--- src/flm_pkg.sv ---
// shared constants for the flash lock and memory map block
package flm_pkg;
    // ------------------------------------------------------------
    // code address map (region ends, each region starts at the previous end or its own base)
    // ------------------------------------------------------------
    localparam logic [15:0] FLM_ROM_END = 16'ha000;
    localparam logic [15:0] FLM_FAC_END = 16'ha400;
    localparam logic [15:0] FLM_UC_BASE = 16'hb000;
    localparam logic [15:0] FLM_UC_END = 16'he000;
    localparam logic [15:0] FLM_EXT_END = 16'he800;
    localparam logic [15:0] FLM_CFG_END = 16'he900;
    localparam logic [15:0] FLM_RET_BASE = 16'hf000;
    localparam logic [15:0] FLM_RET_END = 16'hf0a0;
    localparam logic [2:0] FLM_RG_NONE = 3'h0;
    localparam logic [2:0] FLM_RG_ROM = 3'h1;
    localparam logic [2:0] FLM_RG_FAC = 3'h2;
    localparam logic [2:0] FLM_RG_UC = 3'h3;
    localparam logic [2:0] FLM_RG_EXT = 3'h4;
    localparam logic [2:0] FLM_RG_CFG = 3'h5;
    localparam logic [2:0] FLM_RG_RET = 3'h6;
    // ------------------------------------------------------------
    // flash check bits: four hamming bits plus overall parity
    // ------------------------------------------------------------
    localparam int FLM_ECC_W = 5;
    localparam logic [7:0] FLM_ECC_M1 = 8'h5b;
    localparam logic [7:0] FLM_ECC_M2 = 8'h6d;
    localparam logic [7:0] FLM_ECC_M4 = 8'h8e;
    localparam logic [7:0] FLM_ECC_M8 = 8'hf0;
    localparam logic [31:0] FLM_ECC_POS = 32'hcba97653;
    // ------------------------------------------------------------
    // lock bytes, sectors and commands
    // ------------------------------------------------------------
    localparam logic [7:0] FLM_LOCK_ON = 8'h69;
    localparam logic [3:0] FLM_LOCK_TOL = 4'h3;
    localparam logic [1:0] FLM_SEC_EXT = 2'h0;
    localparam logic [1:0] FLM_SEC_UC = 2'h1;
    localparam logic [1:0] FLM_SEC_CFG = 2'h2;
    localparam logic [2:0] FLM_OP_READ = 3'h0;
    localparam logic [2:0] FLM_OP_LINE_WR = 3'h1;
    localparam logic [2:0] FLM_OP_ERASE_SEC = 3'h2;
    localparam logic [2:0] FLM_OP_ERASE_ALL = 3'h3;
    localparam logic [2:0] FLM_OP_SET_CFG_LOCK = 3'h4;
    localparam logic [4:0] FLM_LINE_OFS = 5'h1f;
    // ------------------------------------------------------------
    // retention ram, data ram and sfr paging
    // ------------------------------------------------------------
    localparam int FLM_RET_BLOCKS = 5;
    localparam int FLM_RET_BLK_SH = 5;
    localparam logic [7:0] FLM_UPPER_BASE = 8'h80;
    localparam logic [7:0] FLM_PAGE_REG_ADDR = 8'h8e;
    localparam logic [1:0] FLM_PAGE_MAX = 2'h2;
    localparam logic [1:0] FLM_PWR_RUN = 2'h0;
    localparam logic [1:0] FLM_PWR_DOWN = 2'h1;
    localparam logic [1:0] FLM_PWR_DEEP = 2'h2;
    localparam logic [1:0] FLM_PWR_TXLP = 2'h3;
endpackage

--- src/flm_memory_guard.sv ---
// code map decode, flash ecc, lock-byte protection and data ram/sfr decode
`timescale 1ns/10ps

// What this block does
// - decode 64 kB code space into rom, factory, user, extended, config, retention
// - generate five check bits for every programmed flash byte
// - on read correct single-bit errors and flag double-bit errors
// - rom and factory sector are read-blocked by the factory lock for unprivileged reads
// - a lock byte equal to 0x69 enables its sector lock
// - lock values within hamming distance three of 0x69 also count as enabled
// - lock chain extended, then user code, then user config
// - lock bytes are sampled once after reset only
// - debug entry refused while the user code lock is effective
// - program mode line write of one aligned 32-byte line
// - program mode sector erase deletes whole sectors
// - dedicated command sets the user config lock; none for user code
// - five 32-byte retention blocks, each kept powered by its enable bit
// - retention ram decoded in external data space
// - enabled retention blocks stay powered in every power state
// - upper addresses go to sfr when direct, to ram when indirect
// - lower data ram reachable by direct or indirect access
// - three sfr pages chosen by two page bits
// - page register decoded at one address in every page
// - upper data ram reserved for the transmit machine during transmission
// - data ram unpowered in power-down and deep idle, lower bank in tx low power
module flm_memory_guard
    import flm_pkg::*;
(
    input wire logic clk_i,
    input wire logic nrst_i,
    input wire logic code_rd_i,
    input wire logic [15:0] code_addr_i,
    input wire logic fw_priv_i,
    input wire logic flash_wr_i,
    input wire logic [7:0] flash_wdata_i,
    input wire logic flash_rd_i,
    input wire logic [7:0] flash_rdata_i,
    input wire logic [4:0] flash_recc_i,
    input wire logic factory_lock_i,
    input wire logic [7:0] ext_lock_byte_i,
    input wire logic [7:0] user_code_lock_byte_i,
    input wire logic [7:0] user_config_lock_byte_i,
    input wire logic prog_mode_i,
    input wire logic debug_req_i,
    input wire logic cmd_valid_i,
    input wire logic [2:0] cmd_op_i,
    input wire logic [1:0] cmd_sector_i,
    input wire logic [15:0] cmd_addr_i,
    input wire logic [4:0] retention_block_power_enables_i,
    input wire logic [1:0] pwr_state_i,
    input wire logic tx_active_i,
    input wire logic xdata_req_i,
    input wire logic [15:0] xdata_addr_i,
    input wire logic data_req_i,
    input wire logic [7:0] data_addr_i,
    input wire logic data_direct_i,
    input wire logic data_wr_i,
    input wire logic [7:0] data_wdata_i,
    output logic [2:0] region_o,
    output logic code_rd_ok_o,
    output logic [4:0] ecc_wr_o,
    output logic [7:0] rd_data_o,
    output logic rd_valid_o,
    output logic rd_corrected_o,
    output logic rd_double_err_o,
    output logic factory_lock_o,
    output logic extended_code_lock_o,
    output logic user_code_lock_o,
    output logic user_config_lock_o,
    output logic debug_grant_o,
    output logic cmd_grant_o,
    output logic cmd_deny_o,
    output logic cfg_lock_wr_o,
    output logic [4:0] ret_pwr_o,
    output logic lo_ram_pwr_o,
    output logic hi_ram_pwr_o,
    output logic ret_sel_o,
    output logic [2:0] ret_block_o,
    output logic sfr_sel_o,
    output logic ram_sel_o,
    output logic ram_deny_o,
    output logic [1:0] sfr_page_o
);
    // ------------------------------------------------------------
    // helper functions
    // ------------------------------------------------------------
    // check bits of one byte, overall parity on top
    function automatic logic [4:0] ecc_of(input logic [7:0] d);
        logic [3:0] h;
        h[0] = ^(d & FLM_ECC_M1);
        h[1] = ^(d & FLM_ECC_M2);
        h[2] = ^(d & FLM_ECC_M4);
        h[3] = ^(d & FLM_ECC_M8);
        return {(^d) ^ (^h), h};
    endfunction
    // a lock counts as set within a small hamming distance of the key
    function automatic logic lock_on(input logic [7:0] b);
        return $countones(b ^ FLM_LOCK_ON) <= int'(FLM_LOCK_TOL);
    endfunction
    // ------------------------------------------------------------
    // code address decode
    // ------------------------------------------------------------
    logic [2:0] region_next;
    logic sec_lock;
    // gap addresses answer as no region
    always_comb begin
        if (code_addr_i < FLM_ROM_END) begin
            region_next = FLM_RG_ROM;
        end else if (code_addr_i < FLM_FAC_END) begin
            region_next = FLM_RG_FAC;
        end else if (code_addr_i >= FLM_UC_BASE && code_addr_i < FLM_UC_END) begin
            region_next = FLM_RG_UC;
        end else if (code_addr_i >= FLM_UC_END && code_addr_i < FLM_EXT_END) begin
            region_next = FLM_RG_EXT;
        end else if (code_addr_i >= FLM_EXT_END && code_addr_i < FLM_CFG_END) begin
            region_next = FLM_RG_CFG;
        end else if (code_addr_i >= FLM_RET_BASE && code_addr_i < FLM_RET_END) begin
            region_next = FLM_RG_RET;
        end else begin
            region_next = FLM_RG_NONE;
        end
    end
    // extended, user and config locks only hide code from the outside programmer; the factory lock from unprivileged reads
    always_comb begin
        unique case (region_next)
            FLM_RG_ROM, FLM_RG_FAC: sec_lock = factory_lock_o && !fw_priv_i;
            FLM_RG_EXT: sec_lock = prog_mode_i && extended_code_lock_o;
            FLM_RG_UC: sec_lock = prog_mode_i && user_code_lock_o;
            FLM_RG_CFG: sec_lock = prog_mode_i && user_config_lock_o;
            default: sec_lock = 1'b0;
        endcase
    end
    always_ff @(posedge clk_i) begin
        if (!nrst_i) begin
            region_o <= FLM_RG_NONE;
            code_rd_ok_o <= 1'b0;
        end else begin
            region_o <= code_rd_i ? region_next : region_o;
            code_rd_ok_o <= code_rd_i && (region_next != FLM_RG_NONE) && !sec_lock;
        end
    end
    // ------------------------------------------------------------
    // flash ecc: generate on program, secded on read
    // ------------------------------------------------------------
    logic [4:0] rd_calc;
    logic [3:0] syn;
    logic par_err;
    logic [7:0] fix;
    always_comb begin
        rd_calc = ecc_of(flash_rdata_i);
        syn = rd_calc[3:0] ^ flash_recc_i[3:0];
        par_err = (^flash_rdata_i) ^ (^flash_recc_i) != 1'b0;
        fix = 8'h00;
        for (int i = 0; i < 8; i++) begin
            fix[i] = par_err && (syn == FLM_ECC_POS[i*4 +: 4]);
        end
    end
    always_ff @(posedge clk_i) begin
        if (!nrst_i) begin
            ecc_wr_o <= 5'h00;
        end else if (flash_wr_i) begin
            ecc_wr_o <= ecc_of(flash_wdata_i);
        end
    end
    // a syndrome pointing at a check bit needs no data flip
    always_ff @(posedge clk_i) begin
        if (!nrst_i) begin
            rd_data_o <= 8'h00;
            rd_valid_o <= 1'b0;
            rd_corrected_o <= 1'b0;
            rd_double_err_o <= 1'b0;
        end else begin
            rd_valid_o <= flash_rd_i;
            if (flash_rd_i) begin
                rd_data_o <= flash_rdata_i ^ fix;
                rd_corrected_o <= par_err && (fix != 8'h00 || $onehot0(syn));
                rd_double_err_o <= (!par_err && syn != 4'h0) || (par_err && fix == 8'h00 && syn > 4'h8);
            end
        end
    end
    // ------------------------------------------------------------
    // lock sampling after reset
    // ------------------------------------------------------------
    logic locks_taken_reg;
    logic ext_on, uc_on, cfg_on;
    assign ext_on = lock_on(ext_lock_byte_i);
    assign uc_on = lock_on(user_code_lock_byte_i);
    assign cfg_on = lock_on(user_config_lock_byte_i);
    // taken once after release so later writes wait for the next reset
    always_ff @(posedge clk_i) begin
        if (!nrst_i) begin
            locks_taken_reg <= 1'b0;
            factory_lock_o <= 1'b1;
            extended_code_lock_o <= 1'b1;
            user_code_lock_o <= 1'b1;
            user_config_lock_o <= 1'b1;
        end else if (!locks_taken_reg) begin
            locks_taken_reg <= 1'b1;
            factory_lock_o <= factory_lock_i;
            extended_code_lock_o <= ext_on;
            user_code_lock_o <= ext_on && uc_on;
            user_config_lock_o <= ext_on && uc_on && cfg_on;
        end
    end
    // ------------------------------------------------------------
    // debug entry and flash commands
    // ------------------------------------------------------------
    logic sel_lock, any_lock, line_ok, cmd_ok;
    assign any_lock = extended_code_lock_o;
    assign line_ok = (cmd_addr_i[4:0] & FLM_LINE_OFS) == 5'h00;
    always_comb begin
        unique case (cmd_sector_i)
            FLM_SEC_EXT: sel_lock = extended_code_lock_o;
            FLM_SEC_UC: sel_lock = user_code_lock_o;
            FLM_SEC_CFG: sel_lock = user_config_lock_o;
            default: sel_lock = 1'b1;
        endcase
    end
    // in program mode locked sectors can still be wiped, but only all together
    always_comb begin
        cmd_ok = 1'b0;
        if (prog_mode_i) begin
            unique case (cmd_op_i)
                FLM_OP_READ: cmd_ok = !sel_lock;
                FLM_OP_LINE_WR: cmd_ok = !sel_lock && line_ok;
                FLM_OP_ERASE_SEC: cmd_ok = !any_lock && cmd_sector_i != FLM_SEC_EXT;
                FLM_OP_ERASE_ALL: cmd_ok = 1'b1;
                FLM_OP_SET_CFG_LOCK: cmd_ok = !user_config_lock_o;
                default: cmd_ok = 1'b0;
            endcase
        end else begin
            unique case (cmd_op_i)
                FLM_OP_READ: cmd_ok = cmd_sector_i <= FLM_SEC_CFG;
                FLM_OP_LINE_WR: cmd_ok = cmd_sector_i != FLM_SEC_EXT && !sel_lock && line_ok;
                FLM_OP_ERASE_SEC: cmd_ok = cmd_sector_i == FLM_SEC_UC || cmd_sector_i == FLM_SEC_CFG;
                default: cmd_ok = 1'b0;
            endcase
        end
    end
    always_ff @(posedge clk_i) begin
        if (!nrst_i) begin
            debug_grant_o <= 1'b0;
            cmd_grant_o <= 1'b0;
            cmd_deny_o <= 1'b0;
            cfg_lock_wr_o <= 1'b0;
        end else begin
            debug_grant_o <= debug_req_i && locks_taken_reg && !user_code_lock_o;
            cmd_grant_o <= cmd_valid_i && cmd_ok;
            cmd_deny_o <= cmd_valid_i && !cmd_ok;
            cfg_lock_wr_o <= cmd_valid_i && cmd_ok && cmd_op_i == FLM_OP_SET_CFG_LOCK;
        end
    end
    // ------------------------------------------------------------
    // retention ram and data ram power
    // ------------------------------------------------------------
    logic [15:0] xoff;
    assign xoff = xdata_addr_i - FLM_RET_BASE;
    // disabled blocks only keep power while the core runs
    always_ff @(posedge clk_i) begin
        if (!nrst_i) begin
            ret_pwr_o <= 5'h00;
            lo_ram_pwr_o <= 1'b0;
            hi_ram_pwr_o <= 1'b0;
        end else begin
            ret_pwr_o <= retention_block_power_enables_i | {FLM_RET_BLOCKS{pwr_state_i == FLM_PWR_RUN}};
            lo_ram_pwr_o <= pwr_state_i == FLM_PWR_RUN;
            hi_ram_pwr_o <= pwr_state_i == FLM_PWR_RUN || pwr_state_i == FLM_PWR_TXLP;
        end
    end
    always_ff @(posedge clk_i) begin
        if (!nrst_i) begin
            ret_sel_o <= 1'b0;
            ret_block_o <= 3'h0;
        end else begin
            ret_sel_o <= xdata_req_i && xdata_addr_i >= FLM_RET_BASE && xdata_addr_i < FLM_RET_END;
            ret_block_o <= xoff[FLM_RET_BLK_SH +: 3];
        end
    end
    // ------------------------------------------------------------
    // data ram versus sfr decode and page register
    // ------------------------------------------------------------
    logic upper;
    logic page_wr;
    assign upper = data_addr_i >= FLM_UPPER_BASE;
    assign page_wr = data_req_i && data_wr_i && data_direct_i && data_addr_i == FLM_PAGE_REG_ADDR;
    // page register decodes regardless of the current page
    always_ff @(posedge clk_i) begin
        if (!nrst_i) begin
            sfr_page_o <= 2'h0;
        end else if (page_wr && data_wdata_i[1:0] <= FLM_PAGE_MAX) begin
            sfr_page_o <= data_wdata_i[1:0];
        end
    end
    // while tx_active_i is high the transmit machine owns upper ram, so indirect core access is turned away
    always_ff @(posedge clk_i) begin
        if (!nrst_i) begin
            sfr_sel_o <= 1'b0;
            ram_sel_o <= 1'b0;
            ram_deny_o <= 1'b0;
        end else begin
            sfr_sel_o <= data_req_i && upper && data_direct_i;
            ram_sel_o <= data_req_i && (!upper || (!data_direct_i && !tx_active_i));
            ram_deny_o <= data_req_i && upper && !data_direct_i && tx_active_i;
        end
    end
endmodule

--- config.mk ---
export PLATFORM = sky130hd
export DESIGN_NAME = flm_memory_guard
export DESIGN_NICKNAME = d
export VERILOG_FILES = /design/src/flm_pkg.sv /design/src/flm_memory_guard.sv
export SDC_FILE = /design/constraint.sdc
export NUM_CORES = 1
export LEC_CHECK = 0
export BUFFER_PORTS_ARGS = -buffer_cell sky130_fd_sc_hd__clkbuf_2
export CORE_MARGIN = 2
export CORE_UTILIZATION = 46
export CTS_BUF_LIST = sky130_fd_sc_hd__clkbuf_8 sky130_fd_sc_hd__clkbuf_16
export DETAILED_ROUTE_END_ITERATION = 12
export PLACE_DENSITY_LB_ADDON = 0.25
export SLEW_MARGIN = 20
export SYNTH_ARGS = -nofsm -noshare
export SYNTH_HDL_FRONTEND = slang
export SYNTH_SLANG_ARGS = --single-unit
export TNS_END_PERCENT = 30
--- constraint.sdc ---
create_clock -name clk_i -period 6.16 [get_ports clk_i]
set_input_delay 0.308 -clock clk_i [delete_from_list [all_inputs] [get_ports clk_i]]
set_output_delay 0.308 -clock clk_i [all_outputs]
set_load 0.1 [all_outputs]
==> flow_metrics.tcl, run 1 <==
set metrics [dict create \
    grt-ovfl-total 0 \
    synthMuxAreaShare_pct 3.64 \
    clkLatencyLatePin_ns 0.29 \
    fin_ws_ns 3.64 \
    timing.slew.headroom_pct 29.6 \
    globalplace.congestion 0.786 \
    mostFrequentLayoutCells "clkbuf_2, dfxtp_1, nor2_1, xnor2_1, inv_1" \
    post-route-drc-count 0 \
    setup_viol 0 \
    num_vias 2611 \
    cts_hold_buf 0 \
    die_x_microns 81.8 \
    crit_path_start_kind "input pin" \
    yosys_warnings 0 \
    r2r_slack_ns 4.68 \
    use_met2_pct 35.7 \
    die_y_microns 81.8 \
    top_register "rd_data_o" \
    worstReg2RegStart "user_config_lock_o" \
    crit_path_max_fanout 2 \
    crit_arrival_ns 2.74 \
    placementRows 28 \
    antenna_found_initial 0 \
    pin_count 180 \
    rr_endpoint "cfg_lock_wr_o" \
    synth_top_family_by_area "simple AND/OR/NAND/NOR gates" \
    netlist_instances 301 \
    fp.coreArea_sq_mm 0.00589 \
    rsz0062_at_grt "false" \
    cts_inserted_buffers 5 \
    nNetsFinal 613 \
    synthAdderAreaFrac_pct 14.7 \
    cts_resized 0 \
    holdWs_ns 0.210 \
    synth_edf_count 0 \
    portBuffers 152 \
    ys_types 51 \
    min_period_over_period_pct 40.9 \
    grt_max_degree 26 \
    drt-wirelength-per-cell_microns 12.1 \
    cts_tree "done" \
    htreeDepth 2 \
    outcome "complete, no violations" \
    dp_hpwl_microns 5390 \
    worst-path-stages 8 \
    cp.required_ns 6.38 \
    path_cells "clkbuf_2, fa_1, fa_1, fa_1, ha_1, a311oi_1, nand3_1, o211ai_1" \
    num_antenna_cells 0 \
    p_leak_nw 1.82 \
    die-area_sq_mm 0.00670 \
    synth-async-reset-ratio_pct 0 \
    post_dp_cell_area_sq_mm 0.00360 \
    crit_path_end_kind "flip-flop" \
    grt_pass1_vias 2392 \
    reg_top3 "rd_data_o: 8 flops, ecc_wr_o: 5 flops, ret_pwr_o: 5 flops" \
    cts_num_sinks 45 \
    clk_pin_slew_ns 0.09 \
    crit_family "adder cells" \
    area_growth_pct 32.3 \
    critPathLaunch "user_code_lock_byte_i[1]" \
    fin_crit_ns 2.52 \
    yosys.area_share.simple_pct 18.9 \
    ir_worst_vdd_mv 0.135 \
    syn_area_per_cell_sq_um 9.26 \
    cp-endpoint "user_config_lock_o" \
    initial_core_util_pct 47.3 \
    netlist.area_leader.share_pct 32.3 \
    yosys.area.top_type "dfxtp_1" \
    synth-seq-cells 45 \
    vias_per_cell 4.95 \
    synth-compound-area-share_pct 11.9 \
    grt_use_total_pct 19.4 \
    stdcell_area_sq_mm 0.00369 \
    routed_wl_microns 6400 \
    hold_class "input pin to flip-flop" \
    seq_area_frac_synth_pct 32.3 \
    cpPeakStageDelay_ns 0.55 \
    worstMarginPinSlew_ns 1.05 \
    grt_pass1_wl_microns 10300 \
    grt_most_used_layer "met2" \
    synth_area_leaders "dfxtp_1, xnor2_1, fa_1" \
    largest_reg_flops 8 \
    powerDensity_mw_per_mm2 260 \
    place_ws_ns 3.31 \
    cts_root_buffer "clkbuf_8" \
    setup_tns_ns 0 \
    max_clock_freq_ghz 0.397 \
    synth-xor-area-share_pct 13.3 \
    dominantRegCellSynth "dfxtp_1" \
    worstSetupPathType "input pin to flip-flop" \
    max-clock-path-buffers 2 \
    hold_viol_final 0 \
    drive_gt1_share_pct 37.4 \
    dr.first_iter.drc_count 47 \
    critPathMostFrequentCell "fa_1" \
    nFillCells 553 \
    timing.critical_path.buf_inv 1 \
    ant_nets 0 \
    slowest_stage "fa_1" \
    final_common_cell "clkbuf_2" \
    use_met3_pct 4.07 \
    final.setup_skew_ns 0.00293 \
    drtPass1Iterations 4 \
    netlist_area_sq_mm 0.00279 \
    postCtsSetupBuffers 0 \
    gr-usage-met1_pct 22.7 \
    maxCapViolations 0 \
    drv_slew 0 \
    syn-num-nets 463 \
    r2r_cells 6 \
]
## worst register-to-register path: cells and delay by family (launching register included)
family	cells	cell delay, ns
flip-flops	1	0.36
AO/OA/AOI/OAI	3	0.68
AND/OR/NAND/NOR	3	0.38
## synth_stat cells (7+ instances only)
cell type,instances
nand3_1,7
fa_1,10
clkbuf_1,7
dfxtp_1,45
a21oi_1,11
a211oi_1,8
o21ai_0,16
inv_1,23
mux2i_1,9
ha_1,16
nor2_1,32
nand2_1,14
xnor2_1,26
xor2_1,12
## where the power goes
group	switching, mW	total [mW]	internal (mW)
logic	0.307	0.448	0.141
clock network	0.104	0.184	0.0806
registers	0.0122	0.325	0.313
## kinds of logic (layout without fill, tap and decap cells)
logic type      Yosys count  after routing
compound gates           51             51
mux                      10             10
xor+xnor                 40             40
simple gates             94             94
fa+ha+maj                27             27
flops                    45             45
buf+inv                  34            185
## metal layers
metal,part of all wire (%),up-vias
met2,52,77
li1,-,1329
met3,5.3,4
met1,42,1201
met4,0.72,0
met5,0,-
## metrics by stage
stage	power, mW	cells	util, %
after floorplan	0.686	301	-
after global placement	0.772	519	61.1
after detailed placement	0.782	519	61.1
after CTS	0.971	527	62.6
after global routing	1.02	527	62.6
final	0.957	527	62.6
## final cells by class
class                   count  area, sq um  area share (%)
repair buffers            153          768            20.8
clock buffers               5         68.8            1.87
well taps                  75         93.8            2.55
multi-input cells         222         1740            47.3
flip-flops and latches     45          901            24.4
clock inverters             3         21.3           0.577
inverters                  24         90.1            2.44
## how the worst min path moves through the flow
stage / startpoint / endpoint / depth (start not counted)
5_1_grt: xdata_addr_i[5] / ret_block_o[0] / 2
2_1_floorplan: nrst_i / locks_taken_reg / 0
4_1_cts: retention_block_power_enables_i[4] / ret_pwr_o[4] / 3
3_5_place_dp: ecc_wr_o[2] / ecc_wr_o[2] / 2
3_3_place_gp: rd_data_o[7] / rd_data_o[7] / 2
6_report: retention_block_power_enables_i[4] / ret_pwr_o[4] / 3
(Power assumes the default switching activity.)
==> run 2, diff against run 1 <==
--- a/config.mk
+++ b/config.mk
@@ -7,7 +7,7 @@
 export LEC_CHECK = 0
 export BUFFER_PORTS_ARGS = -buffer_cell sky130_fd_sc_hd__clkbuf_2
 export CORE_MARGIN = 2
-export CORE_UTILIZATION = 46
+export CORE_UTILIZATION = 39
 export CTS_BUF_LIST = sky130_fd_sc_hd__clkbuf_8 sky130_fd_sc_hd__clkbuf_16
 export DETAILED_ROUTE_END_ITERATION = 12
 export PLACE_DENSITY_LB_ADDON = 0.25
==> constraint.sdc (replaced) <==
create_clock -name clk_i -period 2.05 [get_ports clk_i]
set_input_delay 0.1025 -clock clk_i [delete_from_list [all_inputs] [get_ports clk_i]]
set_output_delay 0.1025 -clock clk_i [all_outputs]
set_load 0.1 [all_outputs]
==> flow_metrics.tcl, run 2 (synthesized netlist as in run 1, its figures left out) <==
set metrics [dict create \
    dr.first_iter.drc_count 59 \
    vias_per_cell 4.72 \
    grt-ovfl-total 0 \
    setup_viol 1 \
    clk_pin_slew_ns 0.09 \
    dp_hpwl_microns 5820 \
    cts_num_sinks 45 \
    top_register "rd_data_o" \
    antenna_found_initial 0 \
    fp.coreArea_sq_mm 0.00687 \
    crit_path_max_fanout 2 \
    worstMarginPinSlew_ns 0.575 \
    mostFrequentLayoutCells "clkbuf_2, dfxtp_1, nor2_1, xnor2_1, inv_1" \
    fin_crit_ns 2.09 \
    setup_tns_ns -0.0358 \
    area_growth_pct 40.0 \
    timing.slew.headroom_pct 61.5 \
    drive_gt1_share_pct 41.1 \
    nNetsFinal 633 \
    hp-start "retention_block_power_enables_i[4]" \
    cts_root_buffer "clkbuf_8" \
    reg_top3 "rd_data_o: 8 flops, ecc_wr_o: 5 flops, ret_pwr_o: 5 flops" \
    worstSetupPathType "input pin to flip-flop" \
    max-clock-path-buffers 2 \
    drt-wirelength-per-cell_microns 12.2 \
    grt_pass1_wl_microns 10900 \
    violations "setup timing" \
    hold_viol_final 0 \
    fin_ws_ns -0.0358 \
    post-route-drc-count 0 \
    cts_inserted_buffers 5 \
    p_sw_share_pct 43.4 \
    critPathLaunch "user_code_lock_byte_i[7]" \
    htreeDepth 2 \
    ir_worst_vdd_mv 0.395 \
    die_x_microns 88.5 \
    crit_path_start_kind "input pin" \
    final_common_cell "clkbuf_2" \
    ant_nets 0 \
    die-area_sq_mm 0.00784 \
    maxCapViolations 0 \
    grt_pass1_vias 2608 \
    portBuffers 152 \
    grt_use_total_pct 17.4 \
    final.setup_skew_ns 0.00735 \
    min_period_over_period_pct 102 \
    routed_wl_microns 6910 \
    clkPwrFrac_pct 18.8 \
    initial_core_util_pct 40.6 \
    combPwrFrac_pct 49.2 \
    cts_tree "done" \
    worstReg2RegStart "user_config_lock_o" \
    drtPass1Iterations 4 \
    finalPower_mw 3.04 \
    outcome "finished with violations" \
    die_y_microns 88.5 \
    crit_arrival_ns 2.30 \
    crit_path_end_kind "flip-flop" \
    clkLatencyLatePin_ns 0.29 \
    largest_reg_flops 8 \
    drv_slew 0 \
    pin_count 180 \
    grt_max_degree 25 \
    p_int_mw 1.72 \
    hold_class "input pin to flip-flop" \
    num_antenna_cells 0 \
    p_leak_nw 1.92 \
    placementRows 30 \
    max_clock_freq_ghz 0.479 \
    powerDensity_mw_per_mm2 779 \
    globalplace.congestion 0.776 \
    cp.required_ns 2.27 \
    rsz0062_at_grt "true" \
    seqPwrFrac_pct 32.1 \
    p_switching_mw 1.32 \
    num_vias 2680 \
]
-- run 2: changes by cell type in the layout (fill, tap and decap cells not counted), sizes merged --
cell,delta
clkinv,-1
inv,+1
buf,+19
dlygate4sd3,+1
-- run 2: area by class of cell --
class                           count  area, sq um
Inverter                           24         90.1
Fill cell                         687         2970
Timing Repair Buffer              173          921
Tap cell                           96          120
Clock buffer                        5         68.8
Sequential cell                    45          901
Clock inverter                      3         25.0
Multi-Input combinational cell    222         1770
-- run 2: timing repair --
item / in CTS / in global routing
setup endpoints to repair: 2 / 3
setup buffers: 0 / 0
hold endpoints to repair: 1 / 0
resized for setup: 1 / 1
hold buffers: 1 / 0
pin swaps: 0 / 1
-- run 2: per-layer routing --
metal,track usage [%],wire (microns),up-vias
li1,-,-,1365
met1,19.6,2750,1215
met2,33.1,3640,88
met3,2.99,384,12
met4,5.51,134,0
met5,0,0,-
-- run 2: metrics by stage --
stage / cell area, sq um / utilization (%) / std cells / hold WS, ns / worst slack, ns
6_report: 3900 / 56.8 / 568 / 0.00891 / -0.0358
5_1_grt: 3900 / 56.8 / 568 / 0.00800 / -0.104
4_1_cts: 3890 / 56.7 / 568 / 0.000633 / -0.0312
3_5_place_dp: 3780 / 55.1 / 559 / 0.313 / -0.395
3_3_place_gp: 3780 / 55.1 / 559 / 0.305 / -0.364
2_1_floorplan: 2810 / - / 301 / 0.130 / -0.151
-- run 2: path summary, 6_finish.rpt --
path         slack [ns]                 end  cells past startpoint
max reg2reg        0.55       cfg_lock_wr_o                      6
min               0.009        ret_pwr_o[4]                      3
min reg2reg        0.49        rd_data_o[0]                      2
max               -0.04  user_config_lock_o                      8
-- run 2: power by group through the flow --
stage                     logic, mW  clock network (mW)  registers (mW)
after floorplan               0.614                   0            1.45
after global placement         1.46                   0           0.994
after detailed placement       1.48                   0           0.997
after CTS                      1.50               0.593           0.976
after global routing           1.62               0.626           0.984
final                          1.49               0.570           0.975
-- run 2: critical path: stages --
cell and delay, ns:
clkbuf_2 0.10, fa_1 0.55, fa_1 0.43, fa_2 0.37, ha_4 0.22, a311oi_2 0.23, nand3_1 0.13, o211ai_1 0.16
==> run 3, diff against run 2 <==
--- a/config.mk
+++ b/config.mk
@@ -11,6 +11,7 @@
 export CTS_BUF_LIST = sky130_fd_sc_hd__clkbuf_8 sky130_fd_sc_hd__clkbuf_16
 export DETAILED_ROUTE_END_ITERATION = 12
 export PLACE_DENSITY_LB_ADDON = 0.25
+export RECOVER_POWER = 100
 export SLEW_MARGIN = 20
 export SYNTH_ARGS = -nofsm -noshare
 export SYNTH_HDL_FRONTEND = slang
==> flow_metrics.tcl, run 3 (synthesized netlist as in run 1, its figures left out) <==
set metrics [dict create \
    num_antenna_cells 0 \
    fin_crit_ns 2.09 \
    cts_root_buffer "clkbuf_8" \
    rsz0062_at_grt "true" \
    top_register "rd_data_o" \
    max-clock-path-buffers 2 \
    num_vias 2682 \
    stdcell_area_sq_mm 0.00382 \
    ant_nets 0 \
    setup_viol 1 \
    final.setup_skew_ns 0.00499 \
    dr.first_iter.drc_count 52 \
    drt-wirelength-per-cell_microns 12.2 \
    hold_viol_final 0 \
    antenna_found_initial 0 \
    routed_wl_microns 6920 \
    die_y_microns 88.5 \
    fp.coreArea_sq_mm 0.00687 \
    post-route-drc-count 0 \
    worstSetupPathType "input pin to flip-flop" \
    portBuffers 152 \
    grt_max_degree 25 \
    cts_num_sinks 45 \
    ir_worst_vdd_mv 0.392 \
    vias_per_cell 4.72 \
    min_period_over_period_pct 102 \
    hold_class "input pin to flip-flop" \
    area_growth_pct 37.0 \
    cpPeakStageDelay_ns 0.55 \
    critPathMostFrequentCell "fa_1" \
    powerDensity_mw_per_mm2 783 \
    cts_inserted_buffers 5 \
    nNetsFinal 633 \
    crit_arrival_ns 2.31 \
    maxCapViolations 0 \
    initial_core_util_pct 40.6 \
    max_clock_freq_ghz 0.480 \
    path_cells "clkbuf_2, fa_1, fa_1, fa_2, ha_4, a311oi_2, nand3_1, o211ai_1" \
    post_dp_cell_area_sq_mm 0.00378 \
    grt_pass1_vias 2608 \
    htreeDepth 2 \
    die-area_sq_mm 0.00784 \
    fin_ws_ns -0.0353 \
    p_leak_nw 1.74 \
    reg_top3 "rd_data_o: 8 flops, ecc_wr_o: 5 flops, ret_pwr_o: 5 flops" \
    grt_use_total_pct 17.4 \
    worstMarginPinSlew_ns 1.23 \
    dp_hpwl_microns 5820 \
    cp.required_ns 2.27 \
    clkLatencyLatePin_ns 0.29 \
    drtPass1Iterations 4 \
    slowest_stage "fa_1" \
    clk_pin_slew_ns 0.09 \
    largest_reg_flops 8 \
    outcome "finished with violations" \
    nFillCells 719 \
    crit_path_end_kind "flip-flop" \
    finalPower_mw 2.99 \
    die_x_microns 88.5 \
    place_ws_ns -0.395 \
    final_common_cell "clkbuf_2" \
    cts_tree "done" \
    postCtsSetupBuffers 0 \
    drive_gt1_share_pct 30.3 \
    crit_path_start_kind "input pin" \
    grt_pass1_wl_microns 10900 \
    crit_family "adder cells" \
    violations "setup timing" \
    timing.slew.headroom_pct 18.0 \
    mostFrequentLayoutCells "clkbuf_2, clkbuf_1, dfxtp_1, nor2_1, xnor2_1" \
    globalplace.congestion 0.776 \
    pin_count 180 \
    placementRows 30 \
    crit_path_max_fanout 2 \
    drv_slew 0 \
    grt-ovfl-total 0 \
    timing.critical_path.buf_inv 1 \
]
## run 3: power breakdown
part	switching (mW)	internal [mW]	total (mW)
sequential	0.0359	0.939	0.975
clock	0.318	0.249	0.567
combinational	0.950	0.498	1.45
total	1.30	1.69	2.99
## run 3: metrics by stage
| step | setup TNS [ns] | hold WS, ns | utilization [%] | cells |
|---|---|---|---|---|
| after floorplan | -0.347 | 0.130 | - | 301 |
| after global placement | -1.01 | 0.305 | 55.1 | 559 |
| after detailed placement | -1.11 | 0.313 | 55.1 | 559 |
| after CTS | -0.0312 | 0.000633 | 56.7 | 568 |
| after global routing | -0.199 | 0.00800 | 55.6 | 568 |
| final | -0.0353 | 0.00892 | 55.6 | 568 |
## run 3: path summary, 6_finish.rpt
path / to / start / slack, ns / cells past startpoint
min: ret_pwr_o[4] / retention_block_power_enables_i[4] / 0.009 / 3
max reg2reg: cfg_lock_wr_o / user_config_lock_o / 0.54 / 6
min reg2reg: rd_data_o[7] / rd_data_o[7] / 0.49 / 2
max: user_config_lock_o / user_code_lock_byte_i[7] / -0.04 / 8
## run 3: layer usage
layer	up-vias	share of wire, %	GRT usage, %
met5	-	0	0
met4	0	2.1	5.51
met3	13	6.0	2.99
met2	93	52	33.1
met1	1208	40	19.6
li1	1368	-	-
## run 3: area by class of cell
class                      count  area [sq um]  area share (%)
timing repair buffer         173           852            22.3
tap                           96           120            3.15
sequential                    45           901            23.6
inverter                      24          90.1            2.36
clock inverter                 3          25.0           0.656
multi-input combinational    222          1760            46.1
clock buffer                   5          68.8            1.80
## run 3: timing repair
item                                    in CTS  in global routing
endpoints found under the setup margin       2                  3
pin swaps                                    0                  1
endpoints found under the hold margin        1                  0
resized for setup                            1                  1
hold buffers                                 1                  0
## run 3: worst reg2reg max path, delay by kind of cell (launching register included)
| family | cells | cell delay, ns |
|---|---|---|
| AOI/OAI and AO/OA | 3 | 0.70 |
| and+or+nand+nor | 3 | 0.41 |
| DFF | 1 | 0.36 |
